## config.mk

```make
export PLATFORM = sky130hd
export DESIGN_NAME = ebc_io_cycle
export DESIGN_NICKNAME = d
export VERILOG_FILES = /design/src/ebc_pkg.sv /design/src/ebc_io_cycle.sv /design/src/ebc_cycle_timer.sv
export SDC_FILE = /design/constraint.sdc
export NUM_CORES = 1
export LEC_CHECK = 0
export ABC_AREA = 0
export ABC_CLOCK_PERIOD_IN_PS = 3650
export BUFFER_PORTS_ARGS = -buffer_cell sky130_fd_sc_hd__clkbuf_2
export CORE_ASPECT_RATIO = 0.75
export CORE_MARGIN = 2
export CORE_UTILIZATION = 50
export CTS_CLUSTER_SIZE = 14
export DETAILED_ROUTE_END_ITERATION = 12
export GPL_TIMING_DRIVEN = 0
export PLACE_DENSITY = 0.79
export SKIP_CTS_REPAIR_TIMING = 1
export SYNTH_ARGS = -nofsm -noshare
export SYNTH_HDL_FRONTEND = slang
export SYNTH_SLANG_ARGS = --single-unit
```

## constraint.sdc

```tcl
create_clock -name clk -period 3.65 [get_ports clk]
set_input_delay 0.1825 -clock clk [delete_from_list [all_inputs] [get_ports clk]]
set_output_delay 0.1825 -clock clk [all_outputs]
set_load 0.02 [all_outputs]
```

## src/ebc_pkg.sv

```systemverilog
package ebc_pkg;
    // ------------------------------------------------------------
    // Timing
    // ------------------------------------------------------------
    localparam int unsigned EBC_CLK_MHZ = 250;
    localparam int unsigned EBC_PERIOD_US_0 = 500;   // 0.5 ms
    localparam int unsigned EBC_PERIOD_US_1 = 1000;  // 1 ms
    localparam int unsigned EBC_PERIOD_US_2 = 2000;
    localparam int unsigned EBC_PERIOD_US_3 = 3000;
    localparam int unsigned EBC_PERIOD_US_4 = 4000;
    localparam int unsigned EBC_PERIOD_US_5 = 5000;
    localparam int unsigned EBC_CNT_W = 21;
    localparam int unsigned EBC_MAX_SLOTS = 250;
    localparam int unsigned EBC_SLOT_W = 8;

    // ------------------------------------------------------------
    // Cycle period selection codes
    // ------------------------------------------------------------
    typedef enum logic [2:0] {
        EBC_P0_5MS = 3'h0,
        EBC_P1MS = 3'h1,
        EBC_P2MS = 3'h2,
        EBC_P3MS = 3'h3,
        EBC_P4MS = 3'h4,
        EBC_P5MS = 3'h5
    } ebc_period_t;

    localparam ebc_period_t EBC_PERIOD_RST = EBC_P1MS;

    // Task boundary strobes
    typedef struct packed {
        logic task_start;
        logic task_end;
        logic is_bus_task;
    } ebc_task_ev_t;
endpackage : ebc_pkg

```

## src/ebc_io_cycle.sv

```systemverilog
`timescale 1ns/10ps
module ebc_io_cycle
    import ebc_pkg::*;
#(
    parameter int unsigned N_SLOTS = 8,
    parameter int unsigned N_EMBED = 2,
    parameter int unsigned W = 8,
    // Clock rate in MHz seen by the cycle timer; a lower rate gives shorter bus cycles
    parameter int unsigned CLK_MHZ = EBC_CLK_MHZ
) (
    // Clock and reset
    input wire logic clk,
    input wire logic rst_n,
    // Configuration
    input wire ebc_pkg::ebc_period_t period_sel,
    input wire logic period_load,
    input wire logic [EBC_SLOT_W-1:0] slot_limit,
    input wire logic [N_SLOTS-1:0] slow_mod,
    // Task interface
    input wire ebc_pkg::ebc_task_ev_t task_ev,
    input wire logic [N_SLOTS-1:0] task_use,
    input wire logic [N_SLOTS*W-1:0] task_out,
    // Bus side
    input wire logic [N_SLOTS*W-1:0] phys_in,
    output logic [N_SLOTS*W-1:0] in_image,
    output logic [N_SLOTS*W-1:0] phys_out,
    output logic [N_SLOTS-1:0] phys_upd,
    output logic cycle_strobe,
    output ebc_pkg::ebc_period_t period_cur,
    output logic [EBC_SLOT_W-1:0] slot_limit_cur
);
    // ------------------------------------------------------------
    // Configuration registers
    // ------------------------------------------------------------
    ebc_period_t period_reg, period_next;
    logic [EBC_SLOT_W-1:0] lim_reg, lim_next;

    // Period and slot limit latched on load, limit clamped
    always_comb begin
        period_next = period_reg;
        lim_next = lim_reg;
        if (period_load) begin
            period_next = (period_sel > EBC_P5MS) ? period_reg : period_sel;
            if (slot_limit > EBC_SLOT_W'(EBC_MAX_SLOTS))
                lim_next = EBC_SLOT_W'(EBC_MAX_SLOTS);
            else if (slot_limit < EBC_SLOT_W'(N_EMBED))
                lim_next = EBC_SLOT_W'(N_EMBED);
            else
                lim_next = slot_limit;
        end
    end

    always_ff @(posedge clk or negedge rst_n) begin
        if (!rst_n) begin
            period_reg <= EBC_PERIOD_RST;
            lim_reg <= EBC_SLOT_W'(EBC_MAX_SLOTS);
        end else begin
            period_reg <= period_next;
            lim_reg <= lim_next;
        end
    end

    // ------------------------------------------------------------
    // Cycle timer
    // ------------------------------------------------------------
    logic cyc;

    ebc_cycle_timer #(
        .CLK_MHZ(CLK_MHZ)
    ) u_timer (
        .clk(clk),
        .rst_n(rst_n),
        .period_sel(period_reg),
        .cycle_start(cyc)
    );

    // ------------------------------------------------------------
    // Images and output commit
    // ------------------------------------------------------------
    logic [N_SLOTS*W-1:0] in_reg, in_next, out_img_reg, out_img_next, phys_reg, phys_next;
    logic [N_SLOTS-1:0] upd_reg, upd_next, defer_reg, defer_next, en;
    logic pend_reg, pend_next, strobe_reg;

    // Slots beyond the limit are inactive
    always_comb begin
        for (int i = 0; i < N_SLOTS; i++) begin
            en[i] = (i < int'(lim_reg));
        end
    end

    // Image and physical update logic
    always_comb begin
        in_next = in_reg;
        out_img_next = out_img_reg;
        phys_next = phys_reg;
        upd_next = '0;
        defer_next = defer_reg;
        pend_next = pend_reg;
        for (int i = 0; i < N_SLOTS; i++) begin
            if (task_ev.task_start && task_use[i] && en[i])
                in_next[i*W +: W] = phys_in[i*W +: W];
            if (task_ev.task_end && task_use[i] && en[i])
                out_img_next[i*W +: W] = task_out[i*W +: W];
        end
        if (task_ev.task_end && task_ev.is_bus_task)
            pend_next = 1'b1;
        if (cyc) begin
            for (int i = 0; i < N_SLOTS; i++) begin
                if (defer_reg[i]) begin
                    // Slow module finishes a cycle late, unless its slot was retired meanwhile
                    defer_next[i] = 1'b0;
                    if (en[i]) begin
                        phys_next[i*W +: W] = out_img_reg[i*W +: W];
                        upd_next[i] = 1'b1;
                    end
                end else if (pend_reg && en[i]) begin
                    if (slow_mod[i]) begin
                        defer_next[i] = 1'b1;
                    end else begin
                        phys_next[i*W +: W] = out_img_reg[i*W +: W];
                        upd_next[i] = 1'b1;
                    end
                end
            end
            // New bus task end in the same cycle keeps pending
            pend_next = task_ev.task_end && task_ev.is_bus_task;
        end
    end

    always_ff @(posedge clk or negedge rst_n) begin
        if (!rst_n) begin
            in_reg <= '0;
            out_img_reg <= '0;
            phys_reg <= '0;
            upd_reg <= '0;
            defer_reg <= '0;
            pend_reg <= 1'b0;
            strobe_reg <= 1'b0;
        end else begin
            in_reg <= in_next;
            out_img_reg <= out_img_next;
            phys_reg <= phys_next;
            upd_reg <= upd_next;
            defer_reg <= defer_next;
            pend_reg <= pend_next;
            strobe_reg <= cyc;
        end
    end

    assign in_image = in_reg;
    assign phys_out = phys_reg;
    assign phys_upd = upd_reg;
    assign cycle_strobe = strobe_reg;
    assign period_cur = period_reg;
    assign slot_limit_cur = lim_reg;

    // ------------------------------------------------------------
    // Assertions
    // ------------------------------------------------------------
    chk_period_reset: assert property (@(posedge clk) $rose(rst_n) |-> period_reg == EBC_P1MS)
        else $error("period not 1 ms after reset");
    chk_period_legal: assert property (@(posedge clk) disable iff (!rst_n) period_reg <= EBC_P5MS)
        else $error("illegal period code");
    chk_limit_range: assert property (@(posedge clk) disable iff (!rst_n)
        lim_reg <= EBC_SLOT_W'(EBC_MAX_SLOTS) && lim_reg >= EBC_SLOT_W'(N_EMBED))
        else $error("slot limit out of range");
    chk_input_load: assert property (@(posedge clk) disable iff (!rst_n)
        task_ev.task_start && task_use[0] && en[0] |=> in_reg[W-1:0] == $past(phys_in[W-1:0]))
        else $error("input image not loaded");
    chk_output_store: assert property (@(posedge clk) disable iff (!rst_n)
        task_ev.task_end && task_use[0] && en[0] |=> out_img_reg[W-1:0] == $past(task_out[W-1:0]))
        else $error("output image not stored");
    chk_phys_update: assert property (@(posedge clk) disable iff (!rst_n)
        cyc && pend_reg && en[0] && !slow_mod[0] && !defer_reg[0] |=> upd_reg[0] ##0
        phys_reg[W-1:0] == $past(out_img_reg[W-1:0]))
        else $error("physical output not updated");
    chk_slow_defer: assert property (@(posedge clk) disable iff (!rst_n)
        cyc && pend_reg |=> (defer_reg & $past(slow_mod & en & ~defer_reg)) == $past(slow_mod & en & ~defer_reg)
        && (upd_reg & $past(slow_mod & en & ~defer_reg)) == '0)
        else $error("slow module not deferred");
    chk_no_idle_upd: assert property (@(posedge clk) disable iff (!rst_n)
        !$past(cyc) |-> upd_reg == '0)
        else $error("update outside cycle start");
    chk_strobe_single: assert property (@(posedge clk) disable iff (!rst_n) cyc |=> !cyc)
        else $error("double cycle strobe");
    // Images and outputs move only on their own events
    chk_in_hold: assert property (@(posedge clk) disable iff (!rst_n)
        !task_ev.task_start |=> $stable(in_reg))
        else $error("input image changed without task start");
    chk_out_hold: assert property (@(posedge clk) disable iff (!rst_n)
        !task_ev.task_end |=> $stable(out_img_reg))
        else $error("output image changed without task end");
    chk_phys_hold: assert property (@(posedge clk) disable iff (!rst_n)
        !cyc |=> $stable(phys_reg))
        else $error("physical outputs changed between cycle starts");
    chk_period_hold: assert property (@(posedge clk) disable iff (!rst_n)
        !period_load |=> $stable(period_reg))
        else $error("period changed without load");
    // Commit bookkeeping
    chk_pend_arm: assert property (@(posedge clk) disable iff (!rst_n)
        task_ev.task_end && task_ev.is_bus_task |=> pend_reg)
        else $error("bus task end did not arm the commit");
    chk_defer_commit: assert property (@(posedge clk) disable iff (!rst_n)
        cyc |=> (upd_reg & $past(defer_reg & en)) == $past(defer_reg & en))
        else $error("deferred slot not committed");
    chk_inactive_quiet: assert property (@(posedge clk) disable iff (!rst_n)
        (upd_reg & ~$past(en)) == '0)
        else $error("inactive slot updated");
    chk_upd_strobe: assert property (@(posedge clk) disable iff (!rst_n)
        |upd_reg |-> strobe_reg)
        else $error("update without cycle strobe");
    chk_limit_reset: assert property (@(posedge clk)
        $rose(rst_n) |-> lim_reg == EBC_SLOT_W'(EBC_MAX_SLOTS))
        else $error("slot limit not at maximum after reset");
    cov_bus_task: cover property (@(posedge clk) disable iff (!rst_n) task_ev.task_end && task_ev.is_bus_task);
    cov_update: cover property (@(posedge clk) disable iff (!rst_n) |upd_reg);
    cov_defer: cover property (@(posedge clk) disable iff (!rst_n) |defer_reg ##1 cyc);
    cov_limit_clamp: cover property (@(posedge clk) disable iff (!rst_n)
        period_load && slot_limit > EBC_SLOT_W'(EBC_MAX_SLOTS));
    cov_short_period: cover property (@(posedge clk) disable iff (!rst_n) cyc && period_reg == EBC_P0_5MS);
endmodule : ebc_io_cycle

```

## src/ebc_cycle_timer.sv

```systemverilog
`timescale 1ns/10ps
module ebc_cycle_timer
    import ebc_pkg::*;
#(
    parameter int unsigned CLK_MHZ = EBC_CLK_MHZ
) (
    // Clock and reset
    input wire logic clk,
    input wire logic rst_n,
    // Control
    input wire ebc_pkg::ebc_period_t period_sel,
    // Status
    output logic cycle_start
);
    localparam logic [EBC_CNT_W-1:0] C0 = EBC_CNT_W'(EBC_PERIOD_US_0 * CLK_MHZ - 1);
    localparam logic [EBC_CNT_W-1:0] C1 = EBC_CNT_W'(EBC_PERIOD_US_1 * CLK_MHZ - 1);
    localparam logic [EBC_CNT_W-1:0] C2 = EBC_CNT_W'(EBC_PERIOD_US_2 * CLK_MHZ - 1);
    localparam logic [EBC_CNT_W-1:0] C3 = EBC_CNT_W'(EBC_PERIOD_US_3 * CLK_MHZ - 1);
    localparam logic [EBC_CNT_W-1:0] C4 = EBC_CNT_W'(EBC_PERIOD_US_4 * CLK_MHZ - 1);
    localparam logic [EBC_CNT_W-1:0] C5 = EBC_CNT_W'(EBC_PERIOD_US_5 * CLK_MHZ - 1);

    logic [EBC_CNT_W-1:0] cnt_reg, cnt_next, reload;
    logic strobe_reg, strobe_next;

    // Reload value from the selected period
    always_comb begin
        case (period_sel)
            EBC_P0_5MS: reload = C0;
            EBC_P1MS: reload = C1;
            EBC_P2MS: reload = C2;
            EBC_P3MS: reload = C3;
            EBC_P4MS: reload = C4;
            EBC_P5MS: reload = C5;
            default: reload = C1;
        endcase
    end

    // Down counter, strobe at wrap
    always_comb begin
        strobe_next = 1'b0;
        cnt_next = cnt_reg - EBC_CNT_W'(1);
        if (cnt_reg == '0) begin
            cnt_next = reload;
            strobe_next = 1'b1;
        end
    end

    always_ff @(posedge clk or negedge rst_n) begin
        if (!rst_n) begin
            cnt_reg <= C1;
            strobe_reg <= 1'b0;
        end else begin
            cnt_reg <= cnt_next;
            strobe_reg <= strobe_next;
        end
    end

    assign cycle_start = strobe_reg;
endmodule : ebc_cycle_timer

```

# == After elaboration in Yosys (flattened, before gate mapping) ==
# Index checks and enable logic that the tools add are counted.
# classes
add_sub_neg,1
n_lt_le_gt_ge,11
n_eq_ne,20
mux,96
bitwise,1
reduce_logical,61
# op_table
cell,count
two-way mux 8 bit,35
one-hot mux 21 bit (5 select lines),1
two-way mux 1 bit,59
logical AND 1 bit,41
"< comparator 3 x 8 -> 1 bit, first input constant",4
"inequality test 2 x 1 -> 1 bit, second input constant",16
AND reduction 4 bit,8
logical NOT 21 bit,1
two-way mux 21 bit,1
"subtractor 21 x 1 -> 21 bit, second input constant",1
nonzero test 2 bit,9
"< comparator 1 x 8 -> 1 bit, first input constant",2
"< comparator 2 x 8 -> 1 bit, first input constant",2
"greater-than comparator 8 bit, second input constant",1
"< comparator 8 x 2 -> 1 bit, second input constant",1
"== test 3 x 2 -> 1 bit, second input constant",2
"== test 3 bit, second input constant",2
"greater-than comparator 3 bit, second input constant",1
logical NOT 3 bit,1
AND reduction 2 bit,1
NOT 1 bit,1
# totals
register_bits,243
input_bits,161
out_inout_bits,148
wordCells,222

# == Logic depth before layout (Yosys ltp) ==
# logic_depth
ltp_word,5
depth_mapped,7
ltp_nobuf,7

# == Hierarchy ==
# Synthesis repeated with hierarchy kept, for this count alone.
# unflattened
cells_unflattened,673
area_unflattened_um2,9690.5
# modules_own_cells
mod,n_inst,cells_each,area_each_um2,seq_area_each_um2
ebc_io_cycle,1,533,8393.0,5539.1
ebc_cycle_timer,1,140,1297.5,563.0

# == Least setup slack after synthesis ==
# OpenSTA, ideal clock, no wires.
# synth_path
path_kind,register -> register
start,register lim_reg[1] (netlist: slot_limit_cur[1])
end,register phys_reg[10] (netlist: phys_out[10])
setup_time_ps,125
t_arrival_ps,1906
required_ps,3525
path_slack_ps,1619
path_stages_with_launch,5
path_buffers,2
synth_period_minus_slack_ps,2031
cell_sequence,dfstp_2 > clkbuf_1 > o221a_2 > clkbuf_1 > mux2_2
# synth_via
elab_chain_cells,4
word_cells_on_any_way,5
cone_classes,1 x order compare; 1 x eq/ne; 3 x reduce/logical
# synth_rtl
element,line_no,text
start: declaration,ebc_io_cycle.sv:36,"logic [EBC_SLOT_W-1:0] lim_reg, lim_next;"
start signal: assignment,ebc_io_cycle.sv:56,lim_reg <= EBC_SLOT_W'(EBC_MAX_SLOTS);
start signal: assignment,ebc_io_cycle.sv:59,lim_reg <= lim_next;
< comparator 1 x 8 -> 1 bit *,ebc_io_cycle.sv:87,en[i] = (i < int'(lim_reg));
logical AND 1 bit,ebc_io_cycle.sv:116,end else if (pend_reg && en[i]) begin
nonzero test 2 bit (no line),-,
AND reduction 4 bit (no line) *,-,
end signal: assignment,ebc_io_cycle.sv:142,phys_reg <= phys_next;
end: declaration,ebc_io_cycle.sv:80,"logic [N_SLOTS*W-1:0] in_reg, in_next, out_img_reg, out_img_next, phys_reg, phys_next;"
# Mark *: on every way between the ends. The rest lies on a longest branch, timed or not.
# A chain may end at the register's enable or synchronous reset.

# == Worst setup path after layout ==
# layout_path
start,register lim_reg[7] (netlist: slot_limit_cur[7])
end,register in_reg[3] (netlist: in_image[3])
# layout_via
elab_chain_cells,2
# layout_rtl
element,line_no,text
< comparator 1 x 8 -> 1 bit,ebc_io_cycle.sv:87,
logical AND 1 bit,ebc_io_cycle.sv:100,if (task_ev.task_start && task_use[i] && en[i])
end signal: assignment,ebc_io_cycle.sv:140,in_reg <= in_next;
end: declaration,ebc_io_cycle.sv:80,
# No other way between the ends.

==> reports/results.tsv <==
stage	metric	value	unit
sta	relSlewSlack	54.6	%
global_route	grt.overflow.total	0	
place	port-buffer-count	306	
power	ir_worst_vdd	0.394	mV
floorplanning	fp.coreArea	0.0193	mm2
sta	holdWs	-0.0404	ns
layout	fin_area	0.0139	mm2
sta	fin_crit	2.40	ns
routing	vias_per_cell	5.34	
sta	skew	0.0158	ns
floorplanning	die_w	165	um
critical_path	timing.rr.start	slot_limit_cur[7]	
synth	yosys-top-cells-area	dfrtp_1 58%, mux2_2 23%, dfstp_2 4.6%	
synth	synthCells	662	
sta	slew_violations	0	
critical_path	crit_path_start	slot_limit_cur[7]	
sta	finalCritPeriodShare	65.7	%
routing	route.detailed.drc	0	
global_route	grt_start_max_net_pins	107	
layout	diodes	0	
synth	synth-async-reset-ratio	100	%
routing	ant_nets	0	
hold_path	hold_depth	3	
synth	syn_avg_cell_area	14.7	um2
critical_path	worstPathRequired	4.04	ns
routing	routed_wl	27.9	mm
routing	vias	7556	
global_route	grt_usage	23.0	%
outcome	failed_checks	negative hold slack	
flow_run	maxCapViolCount	0	
cts	clock_latency	0.51	ns
critical_path	cp_max_fo	10	
floorplanning	fp.dieH	125	um
synth	ys_ff_latch	243	
global_route	antenna_found_initial	2	
synth	ys_types	52	
critical_path	critPathLaunchType	flip-flop	
critical_path	worstPathCellList	nor4_4 > nand3_1 > buf_2 > o311ai_4 > mux2_2	
power	leakage	6.73	nW
critical_path	r2r-end	in_image[3]	
routing	drt_iter0_markers	395	
synth	syn_nets	825	
sta	rsz0062_at_grt	no	
layout	area_growth	42.7	%
hold_path	hold_class	input pin to flip-flop	
synth	synth_most_common_cell	dfrtp_1	
floorplanning	start_util	50.7	%
place	place_area	0.0117	mm2
cts	cts_made_buffers	24	
global_route	grt_pass1_vias	6912	
sta	layout_setup_ws	1.25	ns
global_route	grt_pass1_wl	37.2	mm
sta	worstMarginPinSlew	0.674	ns
sta	fmax	417	MHz
critical_path	slowest_stage	o311ai_4	
synth	netlist_top_cells_count	226 x dfrtp_1, 197 x mux2_2, 27 x nand3_1	
synth	yosys_warnings	0	
critical_path	endpoint_kind	flip-flop	
routing	drtPass1Iterations	5	
place	gp_congestion	0.898	
critical_path	r2r_slack	1.25	ns
synth	synth_area_leader_cell	dfrtp_1	
cts	cts.sinks	243	
layout	num-nets-final	1306	
cts	clock-root-buffer	clkbuf_16	
synth	syn_area	0.00976	mm2
critical_path	endpoint	in_image[3]	
synth	ys_seq_area_share	62.5	%
floorplanning	rows	44	
synth	synth_edf_count	0	
place	dp_slack	1.29	ns
critical_path	crit_path_max_incr_delay	0.55	ns
layout	drive_gt1_share	49.9	%
outcome	status	finished with violations	
cts	cts_tree	done	
cts	htree_num_levels	1	
cts	clk_pin_slew	0.06	ns
floorplanning	die_area	0.0207	mm2
power	powerDensity	499	mW/mm2
floorplanning	pin_count	309	
critical_path	cp.arrival	2.79	ns
critical_path	worstRegToRegCells	5	
sta	hold_viol	2	
cts	cts_buffer_depth	3	
sta	final-setup-viol-count	0	
routing	wl_per_cell	19.7	um
critical_path	crit_type	flip-flop to flip-flop	
synth	synth_ff_type	dfrtp_1	
synth	synth_top_area_share	57.9	%
place	hpwl	17.9	mm
[worst max-delay path: cells and delay by family (launching register included)]
kind / cells / cell delay [ns]
and+or+nand+nor: 2 / 0.67
AOI/OAI and AO/OA: 1 / 0.55
muxes: 1 / 0.42
DFF: 1 / 0.39
buffers and inverters: 1 / 0.26
[where the power goes]
group	total (mW)	switching (mW)	internal (mW)
clock	2.46	1.05	1.41
combinational	1.23	0.642	0.584
sequential	3.27	0.230	3.04
total	6.96	1.92	5.03
[per-stage QoR]
stage	utilization [%]	setup TNS, ns	power (mW)	hold slack [ns]	cells
4_1_cts	64.7	0	6.84	-0.306	1267
6_report	72.3	0	6.96	-0.0404	1414
3_5_place_dp	60.6	0	4.38	0.228	1223
2_1_floorplan	-	0	3.92	-0.113	662
5_1_grt	72.3	0	7.25	0.00570	1414
3_3_place_gp	60.3	-563.98	4.32	0.392	1221
[kinds of logic (layout without fill, tap and decap cells)]
logic type / Yosys count / after routing / synth area share [%]
DFF: 243 / 243 / 62.5
muxes: 210 / 210 / 24.1
and+or+nand+nor: 113 / 113 / 6.73
AOI/OAI and AO/OA: 52 / 52 / 4.23
buffers and inverters: 31 / 530 / 1.26
xor gates and xnor gates: 11 / 11 / 0.987
adders and majority gates: 2 / 2 / 0.256
[layout make-up]
cell class,instances,area (um2)
Sequential cell,243,6100
Fill cell,1270,5340
Multi-Input combinational cell,388,3540
Timing Repair Buffer,455,3070
Clock buffer,34,699
Tap cell,253,317
Clock inverter,10,86.3
Buffer,21,85.1
Inverter,10,37.5
[cell usage in the layout, fill, tap and decap left out, types with 3 or more instances in the layout]
cell type and n:
nand3_1 27, or3_1 4, clkinvlp_4 3, and3_1 8, buf_2 5, inv_1 9, clkinv_2 5, nor3_1 11
nand4_1 7, clkbuf_16 25, clkbuf_2 305, clkbuf_1 21, mux2i_1 13, nor2b_1 3, nand2b_1 7, mux2_2 197
nand2_1 13, nor4_1 7, dfstp_2 17, o21ai_0 14, dfrtp_1 226, xnor2_1 9, nor2_1 12, clkbuf_8 5
a21oi_1 8, dlygate4sd3_1 147, o21bai_1 7
[how the worst min path moves through the flow]
stage	endpoint	startpoint	slack [ns]
after floorplan	cycle_strobe	rst_n	-0.11
after global placement	pend_reg	task_ev[0]	0.39
after detailed placement	in_image[4]	rst_n	0.23
after CTS	in_image[4]	rst_n	-0.31
after global routing	defer_reg[0]	slow_mod[0]	0.006
final	defer_reg[0]	slow_mod[0]	-0.04
[layer usage]
metal  GRT usage [%]  vias up  wire length [um]
met1            30.4     3746             11000
met5               0        -                21
met4            6.03        4               845
li1                -     3378                 -
met3            6.20       67              2250
met2            37.8      361             13800
Note: power is estimated with default switching activity, not from simulation.
